<file path="src/rtl/split_reload_timer_map.svh">
// Register offsets, field positions, reset values and timing counts of the timer control block.
// Assumes inclusion by the package and the design module; definitions only.
`ifndef SPLIT_RELOAD_TIMER_MAP_SVH
`define SPLIT_RELOAD_TIMER_MAP_SVH

// ---------------------------------------------------------------------------
// Register offsets
// ---------------------------------------------------------------------------
`define TIMER_CONTROL_OFFSET    8'h91
`define RELOAD_LOW_OFFSET       8'h92
`define RELOAD_HIGH_OFFSET      8'h93
`define COUNT_LOW_OFFSET        8'h94
`define COUNT_HIGH_OFFSET       8'h95

// ---------------------------------------------------------------------------
// Control register fields and reset value
// ---------------------------------------------------------------------------
`define CTRL_HIGH_FLAG_BIT      7
`define CTRL_LOW_FLAG_BIT       6
`define CTRL_LOW_IRQ_EN_BIT     5
`define CTRL_CAPTURE_EN_BIT     4
`define CTRL_SPLIT_BIT          3
`define CTRL_RUN_BIT            2
`define CTRL_ALT_CLK_MSB        1
`define CTRL_ALT_CLK_LSB        0
`define CTRL_RESET_VALUE        8'h00
`define BYTE_RESET_VALUE        8'h00

// ---------------------------------------------------------------------------
// Clock dividers
// ---------------------------------------------------------------------------
`define SYSTEM_CLOCK_DIVIDE           12
`define SOURCE_DIVIDE           8

`endif

</file>
<file path="src/rtl/split_reload_timer_pkg.sv">
// Types shared by the timer control block and its surroundings.
// Assumes the constant header sits in the same include path.
`include "split_reload_timer_map.svh"

package split_reload_timer_pkg;

  // Alternate clock source encoding.
  typedef enum logic [1:0] {
    ALT_SYSTEM_CLOCK_DIV12 = 2'b00,
    ALT_EXT_DIV8     = 2'b01,
    ALT_RESERVED     = 2'b10,
    ALT_LFO_DIV8     = 2'b11
  } alt_clock_type;

  // Control register layout.
  typedef struct packed {
    logic          high_overflow_flag;
    logic          low_overflow_flag;
    logic          low_byte_irq_enable;
    logic          osc_capture_enable;
    logic          split_mode_select;
    logic          run_control;
    alt_clock_type alt_clock_select;
  } control_type;

  // Special function register access port.
  typedef struct packed {
    logic       write;
    logic       read;
    logic [7:0] addr;
    logic [7:0] wdata;
  } sfr_request_type;

endpackage

</file>
<file path="src/rtl/split_reload_timer_control.sv">
// Control, status, count and reload logic of the split auto-reload timer.
// Assumes a single-cycle SFR port from the core and raw external/oscillator inputs.
`timescale 1ns/10ps
`include "split_reload_timer_map.svh"

module split_reload_timer_control (
  // Clock, reset and enable
  input  wire logic                                  i_core_clk,
  input  wire logic                                  i_reset_n,
  input  wire logic                                  i_clk_en,
  // Register port
  input  wire split_reload_timer_pkg::sfr_request_type i_sfr,
  output logic [7:0]                                 o_sfr_rdata,
  // Per-byte clock selects and interrupt enable from elsewhere
  input  wire logic                                  i_high_byte_clock_select,
  input  wire logic                                  i_low_byte_clock_select,
  input  wire logic                                  i_timer_irq_enable,
  // Clock sources
  input  wire logic                                  i_ext_clock,
  input  wire logic                                  i_low_freq_oscillator,
  input  wire logic                                  i_suspend,
  // Status outputs
  output logic                                       o_timer_irq,
  output logic [15:0]                                o_count,
  output logic [15:0]                                o_reload
);
  import split_reload_timer_pkg::*;

  // ---------------------------------------------------------------------------
  // State
  // ---------------------------------------------------------------------------
  control_type ctrl_q, ctrl_d;
  logic [7:0]  cnt_lo_q, cnt_lo_d, cnt_hi_q, cnt_hi_d;
  logic [7:0]  rl_lo_q, rl_lo_d, rl_hi_q, rl_hi_d;
  logic [3:0]  div12_q, div12_d;
  logic [2:0]  ext_div_q, ext_div_d, lfo_div_q, lfo_div_d;
  logic [2:0]  ext_sync_q, ext_sync_d, lfo_sync_q, lfo_sync_d;
  logic [2:0]  osc_sync_q, osc_sync_d;
  logic [7:0]  rdata_q, rdata_d;

  // Combinational helpers.
  logic tick_div12, tick_ext, tick_lfo, alt_tick, tick_lo, tick_hi;
  logic ext_edge, lfo_edge, osc_fall;
  logic en_lo, en_hi, wrap_lo, wrap_hi, wrap_16;
  logic wr_ctrl;

  // ---------------------------------------------------------------------------
  // Source dividers and synchronisers
  // ---------------------------------------------------------------------------
  // The raw sources are sampled through two flops before any edge logic looks at them.
  always_comb begin
    ext_sync_d = {ext_sync_q[1:0], i_ext_clock};
    lfo_sync_d = {lfo_sync_q[1:0], i_low_freq_oscillator};
    osc_sync_d = {osc_sync_q[1:0], i_low_freq_oscillator};
    // Stage 2 vs stage 3 only; stage 1 feeds stage 2 alone.
    ext_edge   = ext_sync_q[1] & ~ext_sync_q[2];
    lfo_edge   = lfo_sync_q[1] & ~lfo_sync_q[2];
    osc_fall   = ~osc_sync_q[1] & osc_sync_q[2];
    tick_div12 = (div12_q == 4'(`SYSTEM_CLOCK_DIVIDE - 1));
    div12_d    = tick_div12 ? 4'h0 : div12_q + 4'h1;
    // Only synchronised edges are counted; the suspend input has no effect on the dividers.
    ext_div_d  = ext_div_q + {2'b00, ext_edge};
    lfo_div_d  = lfo_div_q + {2'b00, lfo_edge};
    tick_ext   = ext_edge & (ext_div_q == 3'(`SOURCE_DIVIDE - 1));
    tick_lfo   = lfo_edge & (lfo_div_q == 3'(`SOURCE_DIVIDE - 1));
  end

  always_ff @(posedge i_core_clk) begin
    if (!i_reset_n) begin
      div12_q    <= 4'h0;
      ext_div_q  <= 3'h0;
      lfo_div_q  <= 3'h0;
      ext_sync_q <= 3'h0;
      lfo_sync_q <= 3'h0;
      osc_sync_q <= 3'h0;
    end else if (i_clk_en) begin
      div12_q    <= div12_d;
      ext_div_q  <= ext_div_d;
      lfo_div_q  <= lfo_div_d;
      ext_sync_q <= ext_sync_d;
      lfo_sync_q <= lfo_sync_d;
      osc_sync_q <= osc_sync_d;
    end
  end

  // ---------------------------------------------------------------------------
  // Clock selection
  // ---------------------------------------------------------------------------
  // Reserved code 10 gives no ticks, so a byte on that source stays still.
  always_comb begin
    unique case (ctrl_q.alt_clock_select)
      ALT_SYSTEM_CLOCK_DIV12: alt_tick = tick_div12;
      ALT_EXT_DIV8:     alt_tick = tick_ext;
      ALT_RESERVED:     alt_tick = 1'b0;
      ALT_LFO_DIV8:     alt_tick = tick_lfo;
    endcase
    tick_lo = i_low_byte_clock_select ? 1'b1 : alt_tick;
    tick_hi = i_high_byte_clock_select ? 1'b1 : alt_tick;
  end

  // ---------------------------------------------------------------------------
  // Count, reload and flags
  // ---------------------------------------------------------------------------
  // In 16-bit mode the low byte's source drives the whole count.
  always_comb begin
    wr_ctrl = i_sfr.write & (i_sfr.addr == `TIMER_CONTROL_OFFSET);
    if (ctrl_q.split_mode_select) begin
      en_lo = tick_lo;
      en_hi = tick_hi & ctrl_q.run_control;
    end else begin
      en_lo = tick_lo & ctrl_q.run_control;
      en_hi = en_lo & (cnt_lo_q == 8'hff);
    end
    wrap_lo = en_lo & (cnt_lo_q == 8'hff);
    wrap_hi = en_hi & (cnt_hi_q == 8'hff);
    wrap_16 = ~ctrl_q.split_mode_select & wrap_hi;

    cnt_lo_d = cnt_lo_q;
    cnt_hi_d = cnt_hi_q;
    rl_lo_d  = rl_lo_q;
    rl_hi_d  = rl_hi_q;
    ctrl_d   = ctrl_q;
    if (wrap_16) begin
      cnt_lo_d = rl_lo_q;
      cnt_hi_d = rl_hi_q;
    end else begin
      if (en_lo) cnt_lo_d = wrap_lo && ctrl_q.split_mode_select ? rl_lo_q : cnt_lo_q + 8'h01;
      if (en_hi) cnt_hi_d = wrap_hi ? rl_hi_q : cnt_hi_q + 8'h01;
    end
    // Software writes land first; hardware sets are applied after so they win.
    if (i_sfr.write) begin
      unique case (i_sfr.addr)
        `TIMER_CONTROL_OFFSET: ctrl_d   = control_type'(i_sfr.wdata);
        `RELOAD_LOW_OFFSET:    rl_lo_d  = i_sfr.wdata;
        `RELOAD_HIGH_OFFSET:   rl_hi_d  = i_sfr.wdata;
        `COUNT_LOW_OFFSET:     cnt_lo_d = i_sfr.wdata;
        `COUNT_HIGH_OFFSET:    cnt_hi_d = i_sfr.wdata;
        default: ;
      endcase
    end
    if (ctrl_q.osc_capture_enable && osc_fall) begin
      rl_lo_d = cnt_lo_q;
      rl_hi_d = cnt_hi_q;
      ctrl_d.high_overflow_flag = 1'b1;
    end
    if (wrap_hi) ctrl_d.high_overflow_flag = 1'b1;
    if (wrap_lo) ctrl_d.low_overflow_flag  = 1'b1;

    // Read data is registered so the core sees it one cycle after the strobe.
    rdata_d = rdata_q;
    if (i_sfr.read) begin
      unique case (i_sfr.addr)
        `TIMER_CONTROL_OFFSET: rdata_d = ctrl_q;
        `RELOAD_LOW_OFFSET:    rdata_d = rl_lo_q;
        `RELOAD_HIGH_OFFSET:   rdata_d = rl_hi_q;
        `COUNT_LOW_OFFSET:     rdata_d = cnt_lo_q;
        `COUNT_HIGH_OFFSET:    rdata_d = cnt_hi_q;
        default:               rdata_d = 8'h00;
      endcase
    end
  end

  always_ff @(posedge i_core_clk) begin
    if (!i_reset_n) begin
      ctrl_q   <= control_type'(`CTRL_RESET_VALUE);
      cnt_lo_q <= `BYTE_RESET_VALUE;
      cnt_hi_q <= `BYTE_RESET_VALUE;
      rl_lo_q  <= `BYTE_RESET_VALUE;
      rl_hi_q  <= `BYTE_RESET_VALUE;
      rdata_q  <= 8'h00;
    end else if (i_clk_en) begin
      ctrl_q   <= ctrl_d;
      cnt_lo_q <= cnt_lo_d;
      cnt_hi_q <= cnt_hi_d;
      rl_lo_q  <= rl_lo_d;
      rl_hi_q  <= rl_hi_d;
      rdata_q  <= rdata_d;
    end
  end

  // ---------------------------------------------------------------------------
  // Outputs
  // ---------------------------------------------------------------------------
  // The request is a level from the flags, so a written high flag, or a low flag with low_byte_irq_enable set, asserts it too.
  assign o_timer_irq = i_timer_irq_enable &
                       (ctrl_q.high_overflow_flag |
                        (ctrl_q.low_byte_irq_enable & ctrl_q.low_overflow_flag));
  assign o_sfr_rdata = rdata_q;
  assign o_count     = {cnt_hi_q, cnt_lo_q};
  assign o_reload    = {rl_hi_q, rl_lo_q};

  // Suspend is accepted but the sources stay resynchronised; direct drive is not modelled.
  logic unused_suspend;
  assign unused_suspend = i_suspend & wr_ctrl;

endmodule

</file>
<file path="config.mk">
export PLATFORM = sky130hd
export DESIGN_NAME = split_reload_timer_control
export DESIGN_NICKNAME = d
export VERILOG_FILES = /design/src/rtl/split_reload_timer_pkg.sv /design/src/rtl/split_reload_timer_control.sv
export VERILOG_INCLUDE_DIRS = /design/src /design/src/rtl
export SDC_FILE = /design/constraint.sdc
export NUM_CORES = 1
export LEC_CHECK = 0
export ABC_AREA = 1
export ABC_CLOCK_PERIOD_IN_PS = 2500
export CAP_MARGIN = 5
export CORE_MARGIN = 8
export CORE_UTILIZATION = 61
export CTS_CLUSTER_SIZE = 20
export DETAILED_ROUTE_END_ITERATION = 12
export DONT_BUFFER_PORTS = 1
export GPL_TIMING_DRIVEN = 0
export PLACE_DENSITY = 0.74
export SLEW_MARGIN = 20
export SYNTH_ARGS = -nofsm -noshare
export SYNTH_HDL_FRONTEND = slang
export SYNTH_SLANG_ARGS = --single-unit
</file>
<file path="constraint.sdc">
create_clock -name i_core_clk -period 2.5 [get_ports i_core_clk]
set_clock_uncertainty 0.15 [all_clocks]
set_input_delay 0.25 -clock i_core_clk [delete_from_list [all_inputs] [get_ports i_core_clk]]
set_output_delay 0.25 -clock i_core_clk [all_outputs]
set_load 0.02 [all_outputs]
</file>
==> results of run 1 <==
per-layer routing:
layer	track usage	vias to the layer above
met5	0	-
met4	0.137	0
met3	0.0841	55
met2	0.473	363
met1	0.404	2020
li1	-	2009
per-stage QoR:
step	cell area, um^2	utilization	TNS [ns]	instances
detailed placement	3890	0.653	-0.0375	658
finish	4340	0.728	0	691
global route	4340	0.728	-0.273	691
floorplan	3800	-	0	583
CTS	4160	0.699	0	682
global placement	3890	0.653	0	658
logic make-up after synthesis:
logic type | Yosys count | synth area share
xor gates and xnor gates | 8 | 0.0185
DFF | 64 | 0.338
buffers and inverters | 93 | 0.0949
AOI/OAI and AO/OA | 167 | 0.233
adders and majority gates | 7 | 0.0231
and+or+nand+nor | 244 | 0.293
flip-flops by register name (all words and copies together), names as in the netlist:
| register | cells |
|---|---|
| ext_div_q | 3 |
| rl_hi_q | 8 |
| o_sfr_rdata | 8 |
| ext_sync_q | 3 |
| cnt_hi_q | 8 |
| rl_lo_q | 8 |
| div12_q | 4 |
| lfo_div_q | 3 |
| lfo_sync_q | 3 |
| cnt_lo_q | 8 |
| ctrl_q | 8 |
worst paths after layout:
check,endpoint,slack [ns],startpoint,depth (start not counted)
max,cnt_lo_q[2]$_SDFFE_PN0P_,0.07,div12_q[1]$_SDFFE_PN0P_,14
min reg2reg,ext_div_q[2]$_SDFFE_PN0P_,0.33,ext_div_q[2]$_SDFFE_PN0P_,2
max reg2reg,cnt_lo_q[2]$_SDFFE_PN0P_,0.07,div12_q[1]$_SDFFE_PN0P_,14
min,ctrl_q[2]$_SDFFE_PN0P_,0.02,i_sfr[2],2
power by group:
group,internal [W],switching [W],total (W)
Clock,0.000455,0.000426,0.000881
Combinational,0.0000549,0.000120,0.000175
Sequential,0.00104,0.0000281,0.00107
timing repair:
action,in CTS,in global routing
cloned,0,1
endpoints found under the setup margin,11,14
hold endpoints to repair,9,0
pin swaps,0,9
buffers inserted,0,8
gates resized for setup,4,26
hold buffers,8,0
area by class of cell:
cell class	count	area share
Timing Repair Buffer	17	0.0340
Clock inverter	6	0.0138
Buffer	23	0.0225
Clock buffer	10	0.0294
Tap cell	75	0.0216
Inverter	70	0.0606
Sequential cell	64	0.299
Multi-Input combinational cell	426	0.519
layout by cell type, fill, tap and decap left out, types with 3 or more instances in the layout:
cell type and n:
nand2_1 102, o21ai_0 83, inv_1 64, nor2_1 59, a21oi_1 59, dfxtp_1 56
nand3_1 41, clkbuf_1 19, clkbuf_8 9, buf_4 9, xor2_1 8, dlygate4sd3_1 8
o22ai_1 7, nand4_1 7, nor3_1 7, ha_1 6, dfxtp_2 6, nand2_2 5
a2111oi_0 5, nand3_2 4, o211ai_1 4, nor2_2 3, buf_2 3, or2_2 3
inv_2 3, clkinv_1 3, a21oi_2 3, clkinv_2 3
==> flow_summary.yaml, run 1 <==
synthesis:
  yosysTopAreaCell: "dfxtp_1"
  yosysTopAreaCellShare: 0.338
  ys_types: 35
  yosysMostFrequentCell: "nand2_1"
  avgSynthCellArea_um2: 6.51
  synth_area_leaders: "dfxtp_1 (34%), o21ai_0 (11%), nand2_1 (10%)"
  seq_area_frac_synth: 0.338
  synth_nets: 617
  synthTopCellsByCount: "nand2_1 (103), o21ai_0 (83), dfxtp_1 (64), inv_1 (64), a21oi_1 (62)"
  yosys_warnings: 0
  synth_edf_count: 0
  async_flop_share: 0
  synth_area_um2: 3800
  syn_inst: 583
  synth_ff_type: "dfxtp_1"
  synth_seq_cells: 64
critical_path:
  start_kind: "flip-flop"
  cp.buffers_inverters: 2
  crit_required_ns: 2.62
  endpoint_kind: "flip-flop"
  critPathMaxFanout: 8
  arrival_ns: 2.56
  cp_top_family: "simple AND/OR/NAND/NOR gates"
  crit_type: "flip-flop to flip-flop"
  crit_slowest_cell: "dfxtp_1"
  crit_path_max_incr_delay_ns: 0.37
  path_cells: "ha_1, inv_1, nor2_2, nand3_2, nand3_2, nor2_1, nor2_4, nand2_8, nor2_4, buf_4, nand3_1, nand3_1, nand2_1, a21oi_1"
clock_network:
  htree_levels: 3
  clk_pin_slew_ns: 0.08
  clk_latency_ns: 0.35
  cts_max_path_buffers: 2
  numCtsBuffers: 9
  clockRootBuffer: "clkbuf_8"
  cts_tree: "built"
  cts_sinks: 64
place:
  globalplace.congestion: 1.02
  io_buffers: 0
  dp_slack_ns: -0.0236
  dp_hpwl_mm: 10.5
route:
  drc_errors: 0
  drt-met1-wl_mm: 5.30
  wl_met3_mm: 2.20
  wl_met2_mm: 6.42
  dr.pass1.iters: 6
  ant_nets: 0
  highest_layer: "met4"
  via_per_inst: 6.44
  routedWlPerCell_um: 20.8
  routed_wl_mm: 14.4
  num_vias: 4447
  drt-initial-drc-count: 619
sta:
  finalCriticalPeriod_ns: 2.43
  slew_headroom: 0.570
  slew_viol_final: 0
  worst_slew_pin_slew_ns: 0.628
  whs_ns: 0.0187
  worst_slack_ns: 0.0665
  setup_viol: 0
  hold_viol_final: 0
  fmax_ghz: 0.411
  fin_crit_sh: 0.973
global_route:
  grt_max_degree: 12
  grt_pass1_wl_mm: 21.4
  antenna_found_initial: 0
  grt-ovfl-total: 0
  grt.total_usage: 0.311
  grt_pass1_vias: 4015
floorplan:
  die_h_um: 94.9
  dieArea_um2: 9000
  die_w_um: 94.9
  core_area_um2: 5960
  io_pins: 68
  start_util: 0.637
  rows: 28
final_layout:
  diodes: 0
  area.sequential_um2: 1300
  syn2layout_area_growth_pct: 14.2
  multi_input_area_um2: 2250
  num-fill-cells: 521
  layout-drive-gt1-share: 0.114
  final_nets: 645
run:
  maxCapViolCount: 0
pwr:
  p_leak_nw: 1.69
  powerDensity_nw_per_um2: 490
  total_power_w: 0.00213
  peakVddDrop_uv: 417
status:
  status: "complete, no violations"
min_path:
  worst_hold_path_type: "input port to flip-flop"
No activity file was read; power rests on OpenSTA's default activity.
==> inputs of run 2 (changes only) <==
--- a/config.mk
+++ b/config.mk
@@ -11,10 +11,12 @@
 export CAP_MARGIN = 5
 export CORE_MARGIN = 8
 export CORE_UTILIZATION = 61
+export CTS_BUF_LIST = sky130_fd_sc_hd__clkbuf_8
 export CTS_CLUSTER_SIZE = 20
 export DETAILED_ROUTE_END_ITERATION = 12
 export DONT_BUFFER_PORTS = 1
 export GPL_TIMING_DRIVEN = 0
+export MAX_ROUTING_LAYER = met4
 export PLACE_DENSITY = 0.74
 export SLEW_MARGIN = 20
 export SYNTH_ARGS = -nofsm -noshare
==> run 2 against run 1 <==
Flip-flop and latch count unchanged. Setup slack worse by 0.0021 ns. Total power up 2.9%. First-iteration DRC count up 2.6%. Cell area up 1.5%. Clock-buffer cell count up 2. Sequential power about the same. Wire length down 0.42%. Global-route usage up 0.63 points. Maximum frequency about the same. Sequential share of layout area down 0.38 points. Final cell count up 0.29%. Critical path type unchanged. Highest routed layer unchanged.
==> flow_summary.yaml, run 2 (synthesized netlist as in run 1, its figures left out) <==
floorplan:
  start_util: 0.637
  die_w_um: 94.9
  core_area_um2: 5960
  die_h_um: 94.9
  io_pins: 68
  dieArea_um2: 9000
  rows: 28
clock_network:
  numCtsBuffers: 9
  cts_sinks: 64
  clockRootBuffer: "clkbuf_8"
  cts_max_path_buffers: 2
  clk_latency_ns: 0.35
  htree_levels: 3
  cts_tree: "built"
  clk_pin_slew_ns: 0.08
global_route:
  grt_max_degree: 11
  grt-ovfl-total: 0
  grt_pass1_vias: 3942
  grt.total_usage: 0.318
  grt_pass1_wl_mm: 21.1
  antenna_found_initial: 0
min_path:
  hold_end: "o_sfr_rdata[2]$_SDFFE_PN0P_"
  hp-start: "i_sfr[11]"
  holdPathStages: 3
  worst_hold_path_type: "input port to flip-flop"
pwr:
  seq_power_share: 0.489
  peakVddDrop_uv: 398
  powerDensity_nw_per_um2: 497
  clockPowerShare: 0.432
  p_int_w: 0.00163
  p_sw_frac: 0.256
  total_power_w: 0.00219
  combPwrFrac: 0.079
  p_switching_w: 0.000559
  p_leak_nw: 1.76
place:
  dp_hpwl_mm: 10.3
  io_buffers: 0
  globalplace.congestion: 1.12
route:
  routed_wl_mm: 14.3
  num_vias: 4445
  routedWlPerCell_um: 20.6
  drc_errors: 0
  ant_nets: 0
  drt-initial-drc-count: 635
  dr.pass1.iters: 8
  via_per_inst: 6.41
critical_path:
  start_kind: "flip-flop"
  crit_slowest_cell: "dfxtp_4"
  critPathMaxFanout: 6
  endpoint_kind: "flip-flop"
  crit_type: "flip-flop to flip-flop"
  arrival_ns: 2.52
  worst_r2r_path_depth: 13
  crit_required_ns: 2.58
  r2r-end: "cnt_hi_q[1]$_SDFFE_PN0P_"
  rrSetupSlack_ns: 0.06
  path_cells: "ha_4, nand2_4, nor2_4, nand2_2, nor3_4, nand2_2, nand2_4, nand2_8, nor2_4, inv_1, or2_2, nand3_1, a21oi_1"
  r2r-start: "cnt_lo_q[1]$_SDFFE_PN0P_"
  crit_path_max_incr_delay_ns: 0.43
sta:
  setup_viol: 0
  hold_viol_final: 0
  worst_slew_pin_slew_ns: 0.639
  slew_viol_final: 0
  tns_ns: 0
  fin_crit_sh: 0.974
  slew_headroom: 0.563
  fmax_ghz: 0.411
  finalCriticalPeriod_ns: 2.44
final_layout:
  syn2layout_area_growth_pct: 15.9
  final_cell_mix: "nand2_1 (102), o21ai_0 (83), inv_1 (64)"
  diodes: 0
  layout-drive-gt1-share: 0.113
  final_nets: 648
  layout_commonest_cell: "nand2_1"
  num-fill-cells: 491
run:
  maxCapViolCount: 0
status:
  status: "complete, no violations"
## run 2: changes by cell type in the layout (fill, tap and decap cells not counted), sizes merged
cell      before  now
buf           14   16
clkinv         6    5
clkbuf        28   31
clkinvlp       2    0
## run 2: per-layer routing
metal	track usage	wire length, um
met4	0.148	639
met2	0.468	6180
met5	-	0
met3	0.0897	2280
met1	0.392	5200
## run 2: per-stage QoR
| step | worst slack [ns] | area [um^2] | utilization | std cells | hold WS [ns] |
|---|---|---|---|---|---|
| 2_1_floorplan | 0.257 | 3800 | - | 583 | 0.235 |
| 3_3_place_gp | 0.00101 | 3890 | 0.653 | 658 | 0.238 |
| 3_5_place_dp | -0.0541 | 3890 | 0.653 | 658 | 0.250 |
| 4_1_cts | 0.0590 | 4180 | 0.702 | 681 | 0.00873 |
| 5_1_grt | -0.0446 | 4400 | 0.739 | 693 | 0.0226 |
| 6_report | 0.0644 | 4400 | 0.739 | 693 | 0.0209 |
## run 2: critical path: cells and delay by family (launching register included)
family,cells,cell delay (ns)
fa+ha+maj,1,0.18
compound gates,1,0.08
flops,1,0.43
simple gates,10,1.37
buf+inv,1,0.10
## run 2: repair_timing
item | CTS | global route
setup buffers | 0 | 11
pin swaps | 0 | 13
cloned | 0 | 1
endpoints found under the setup margin | 11 | 14
hold buffers | 8 | 0
resized for setup | 4 | 26
hold endpoints to repair | 9 | 0
## run 2: area by class of cell
class,instances,area [um^2],area share
buffer,23,101,0.0230
clock buffer,12,165,0.0375
clock inverter,3,40.0,0.00910
inverter,70,263,0.0597
multi-input combinational,426,2250,0.512
sequential,64,1300,0.295
tap,75,93.8,0.0213
timing repair buffer,20,188,0.0426
## run 2: power groups by stage
stage | sequential (W) | combinational (W) | clock, W
global route | 0.00107 | 0.000187 | 0.000976
floorplan | 0.00109 | 0.000103 | 0
CTS | 0.00107 | 0.000162 | 0.000941
global placement | 0.00109 | 0.000145 | 0
detailed placement | 0.00109 | 0.000149 | 0
finish | 0.00107 | 0.000173 | 0.000946
## run 2: worst max path at each step
stage	startpoint	slack [ns]	cells past startpoint	end
floorplan	cnt_lo_q[1]$_SDFFE_PN0P_	0.26	13	cnt_hi_q[1]$_SDFFE_PN0P_
global route	cnt_lo_q[1]$_SDFFE_PN0P_	-0.04	16	cnt_hi_q[2]$_SDFFE_PN0P_
CTS	div12_q[0]$_SDFFE_PN0P_	0.06	13	cnt_lo_q[2]$_SDFFE_PN0P_
finish	cnt_lo_q[1]$_SDFFE_PN0P_	0.06	13	cnt_hi_q[1]$_SDFFE_PN0P_
global placement	cnt_lo_q[1]$_SDFFE_PN0P_	0.001	14	cnt_lo_q[5]$_SDFFE_PN0P_
detailed placement	cnt_lo_q[1]$_SDFFE_PN0P_	-0.05	16	cnt_hi_q[2]$_SDFFE_PN0P_
==> inputs of run 3 (changes only) <==
--- a/config.mk
+++ b/config.mk
@@ -15,9 +15,8 @@
 export CTS_CLUSTER_SIZE = 20
 export DETAILED_ROUTE_END_ITERATION = 12
 export DONT_BUFFER_PORTS = 1
-export GPL_TIMING_DRIVEN = 0
 export MAX_ROUTING_LAYER = met4
-export PLACE_DENSITY = 0.74
+export PLACE_DENSITY = 0.85
 export SLEW_MARGIN = 20
 export SYNTH_ARGS = -nofsm -noshare
 export SYNTH_HDL_FRONTEND = slang
==> run 3 against run 2 <==
Hold slack got worse by 0.0015 ns. Critical path depth is 1 higher. Maximum frequency up 3.7%. Non-clock buffer count fell by 7. First-iteration DRC count down 11%. Total power decreased by 2.1%. Setup slack improved by 0.086 ns. Global-route usage is 1.8 points lower. Highest routed layer unchanged.
==> flow_summary.yaml, run 3 (synthesized netlist as in run 1, its figures left out) <==
pwr:
  powerDensity_nw_per_um2: 496
  p_leak_nw: 1.73
  p_sw_frac: 0.273
  peakVddDrop_uv: 327
  combPwrFrac: 0.076
  p_int_w: 0.00156
  total_power_w: 0.00214
  p_switching_w: 0.000584
  seq_power_share: 0.498
  clockPowerShare: 0.426
floorplan:
  dieArea_um2: 9000
  rows: 28
  core_area_um2: 5960
  start_util: 0.637
  die_w_um: 94.9
  die_h_um: 94.9
  io_pins: 68
global_route:
  grt_pass1_vias: 3841
  antenna_found_initial: 0
  grt_pass1_wl_mm: 20.0
  grt_max_degree: 45
  grt-ovfl-total: 0
  grt.total_usage: 0.299
critical_path:
  crit_type: "flip-flop to flip-flop"
  worst_r2r_path_depth: 14
  arrival_ns: 2.46
  endpoint_kind: "flip-flop"
  rrSetupSlack_ns: 0.15
  r2r-start: "cnt_lo_q[1]$_SDFFE_PN0P_"
  start_kind: "flip-flop"
  crit_required_ns: 2.61
  r2r-end: "cnt_lo_q[1]$_SDFFE_PN0P_"
  critPathMaxFanout: 10
clock_network:
  numCtsBuffers: 9
  htree_levels: 3
  cts_tree: "built"
  clk_latency_ns: 0.35
  cts_max_path_buffers: 2
  cts_sinks: 64
  clockRootBuffer: "clkbuf_8"
  clk_pin_slew_ns: 0.07
sta:
  rsz0062_at_grt: "no"
  worst_slew_pin_slew_ns: 0.807
  finalCriticalPeriod_ns: 2.35
  fin_crit_sh: 0.940
  slew_viol_final: 0
  hold_viol_final: 0
  setup_viol: 0
  fmax_ghz: 0.426
  slew_headroom: 0.448
  tns_ns: 0
route:
  ant_nets: 0
  drt-initial-drc-count: 566
  dr.pass1.iters: 5
  drc_errors: 0
  num_vias: 4295
  routedWlPerCell_um: 19.0
  routed_wl_mm: 13.0
  via_per_inst: 6.26
min_path:
  hold_end: "cnt_hi_q[3]$_SDFFE_PN0P_"
  holdPathStages: 2
  worst_hold_path_type: "input port to flip-flop"
  hp-start: "i_sfr[3]"
final_layout:
  syn2layout_area_growth_pct: 13.8
  layout_commonest_cell: "nand2_1"
  final_nets: 641
  layout-drive-gt1-share: 0.110
  diodes: 0
  final_cell_mix: "nand2_1 (103), o21ai_0 (83), inv_1 (64), dfxtp_1 (64), a21oi_1 (62)"
  num-fill-cells: 517
status:
  status: "complete, no violations"
place:
  dp_hpwl_mm: 9.50
  io_buffers: 0
  globalplace.congestion: 1.00
run:
  maxCapViolCount: 0
[run 3: changes by cell type in the layout (fill, tap and decap cells not counted), sizes merged]
cell,change
clkbuf,-22
buf,+11
clkinvlp,+3
clkinv,-1
dlygate4sd3,+1
inv,+1
[run 3: critical path, cell delays in order, from the launching register on]
cell and delay, ns:
dfxtp_1 0.35, ha_1 0.24, nand2_2 0.09, nor2_1 0.13
nand2_2 0.11, nor3_4 0.18, nand2_2 0.10, nand2_4 0.10
nand2_4 0.10, nor2_4 0.10, buf_4 0.20, nand3_1 0.08
nand3_1 0.10, nand2_1 0.07, a21oi_1 0.15
[run 3: worst max-delay path by stage]
| stage | from | end | cells after the start |
|---|---|---|---|
| after floorplan | cnt_lo_q[1]$_SDFFE_PN0P_ | cnt_hi_q[1]$_SDFFE_PN0P_ | 13 |
| after global placement | div12_q[0]$_SDFFE_PN0P_ | cnt_hi_q[2]$_SDFFE_PN0P_ | 16 |
| after detailed placement | div12_q[0]$_SDFFE_PN0P_ | cnt_hi_q[2]$_SDFFE_PN0P_ | 16 |
| after CTS | div12_q[0]$_SDFFE_PN0P_ | cnt_hi_q[2]$_SDFFE_PN0P_ | 16 |
| after global routing | cnt_lo_q[1]$_SDFFE_PN0P_ | cnt_lo_q[1]$_SDFFE_PN0P_ | 14 |
| final | cnt_lo_q[1]$_SDFFE_PN0P_ | cnt_lo_q[1]$_SDFFE_PN0P_ | 14 |
[run 3: cell type report]
cell class / instances / area, um^2 / area share
clock inverter: 6 / 70.1 / 0.0162
clock buffer: 9 / 124 / 0.0287
inverter: 70 / 263 / 0.0608
sequential: 64 / 1280 / 0.297
multi-input combinational: 426 / 2180 / 0.505
timing repair buffer: 36 / 305 / 0.0707
tap: 75 / 93.8 / 0.0217
[run 3: timing repair]
action / 4_1_cts / 5_1_grt
gates resized for setup: 0 / 5
hold buffers: 10 / 0
endpoints found under the setup margin: 0 / 10
hold endpoints to repair: 50 / 0
buffers inserted: 0 / 1
[run 3: per-stage QoR]
step	cell area, um^2	instances	util	hold slack [ns]	setup WS, ns
2_1_floorplan	3800	583	-	0.235	0.257
3_3_place_gp	3980	660	0.668	0.193	0.219
3_5_place_dp	3980	660	0.668	0.197	0.108
4_1_cts	4280	685	0.719	0.0120	0.0853
5_1_grt	4320	686	0.725	0.0147	0.0198
6_report	4320	686	0.725	0.0194	0.150
[run 3: metal layers]
metal | GRT usage | routed length, um | up-vias
met2 | 0.437 | 5560 | 283
met1 | 0.366 | 5300 | 1952
met3 | 0.102 | 1680 | 52
met5 | - | 0 | -
li1 | - | - | 2008
met4 | 0.127 | 489 | 0
[run 3: power groups by stage]
stage / Clock [W] / Sequential [W] / Combinational [W]
after floorplan: 0 / 0.00109 / 0.000103
after global routing: 0.000952 / 0.00107 / 0.000179
after detailed placement: 0 / 0.00109 / 0.000129
after global placement: 0 / 0.00109 / 0.000124
after CTS: 0.000899 / 0.00107 / 0.000158
final: 0.000911 / 0.00107 / 0.000163
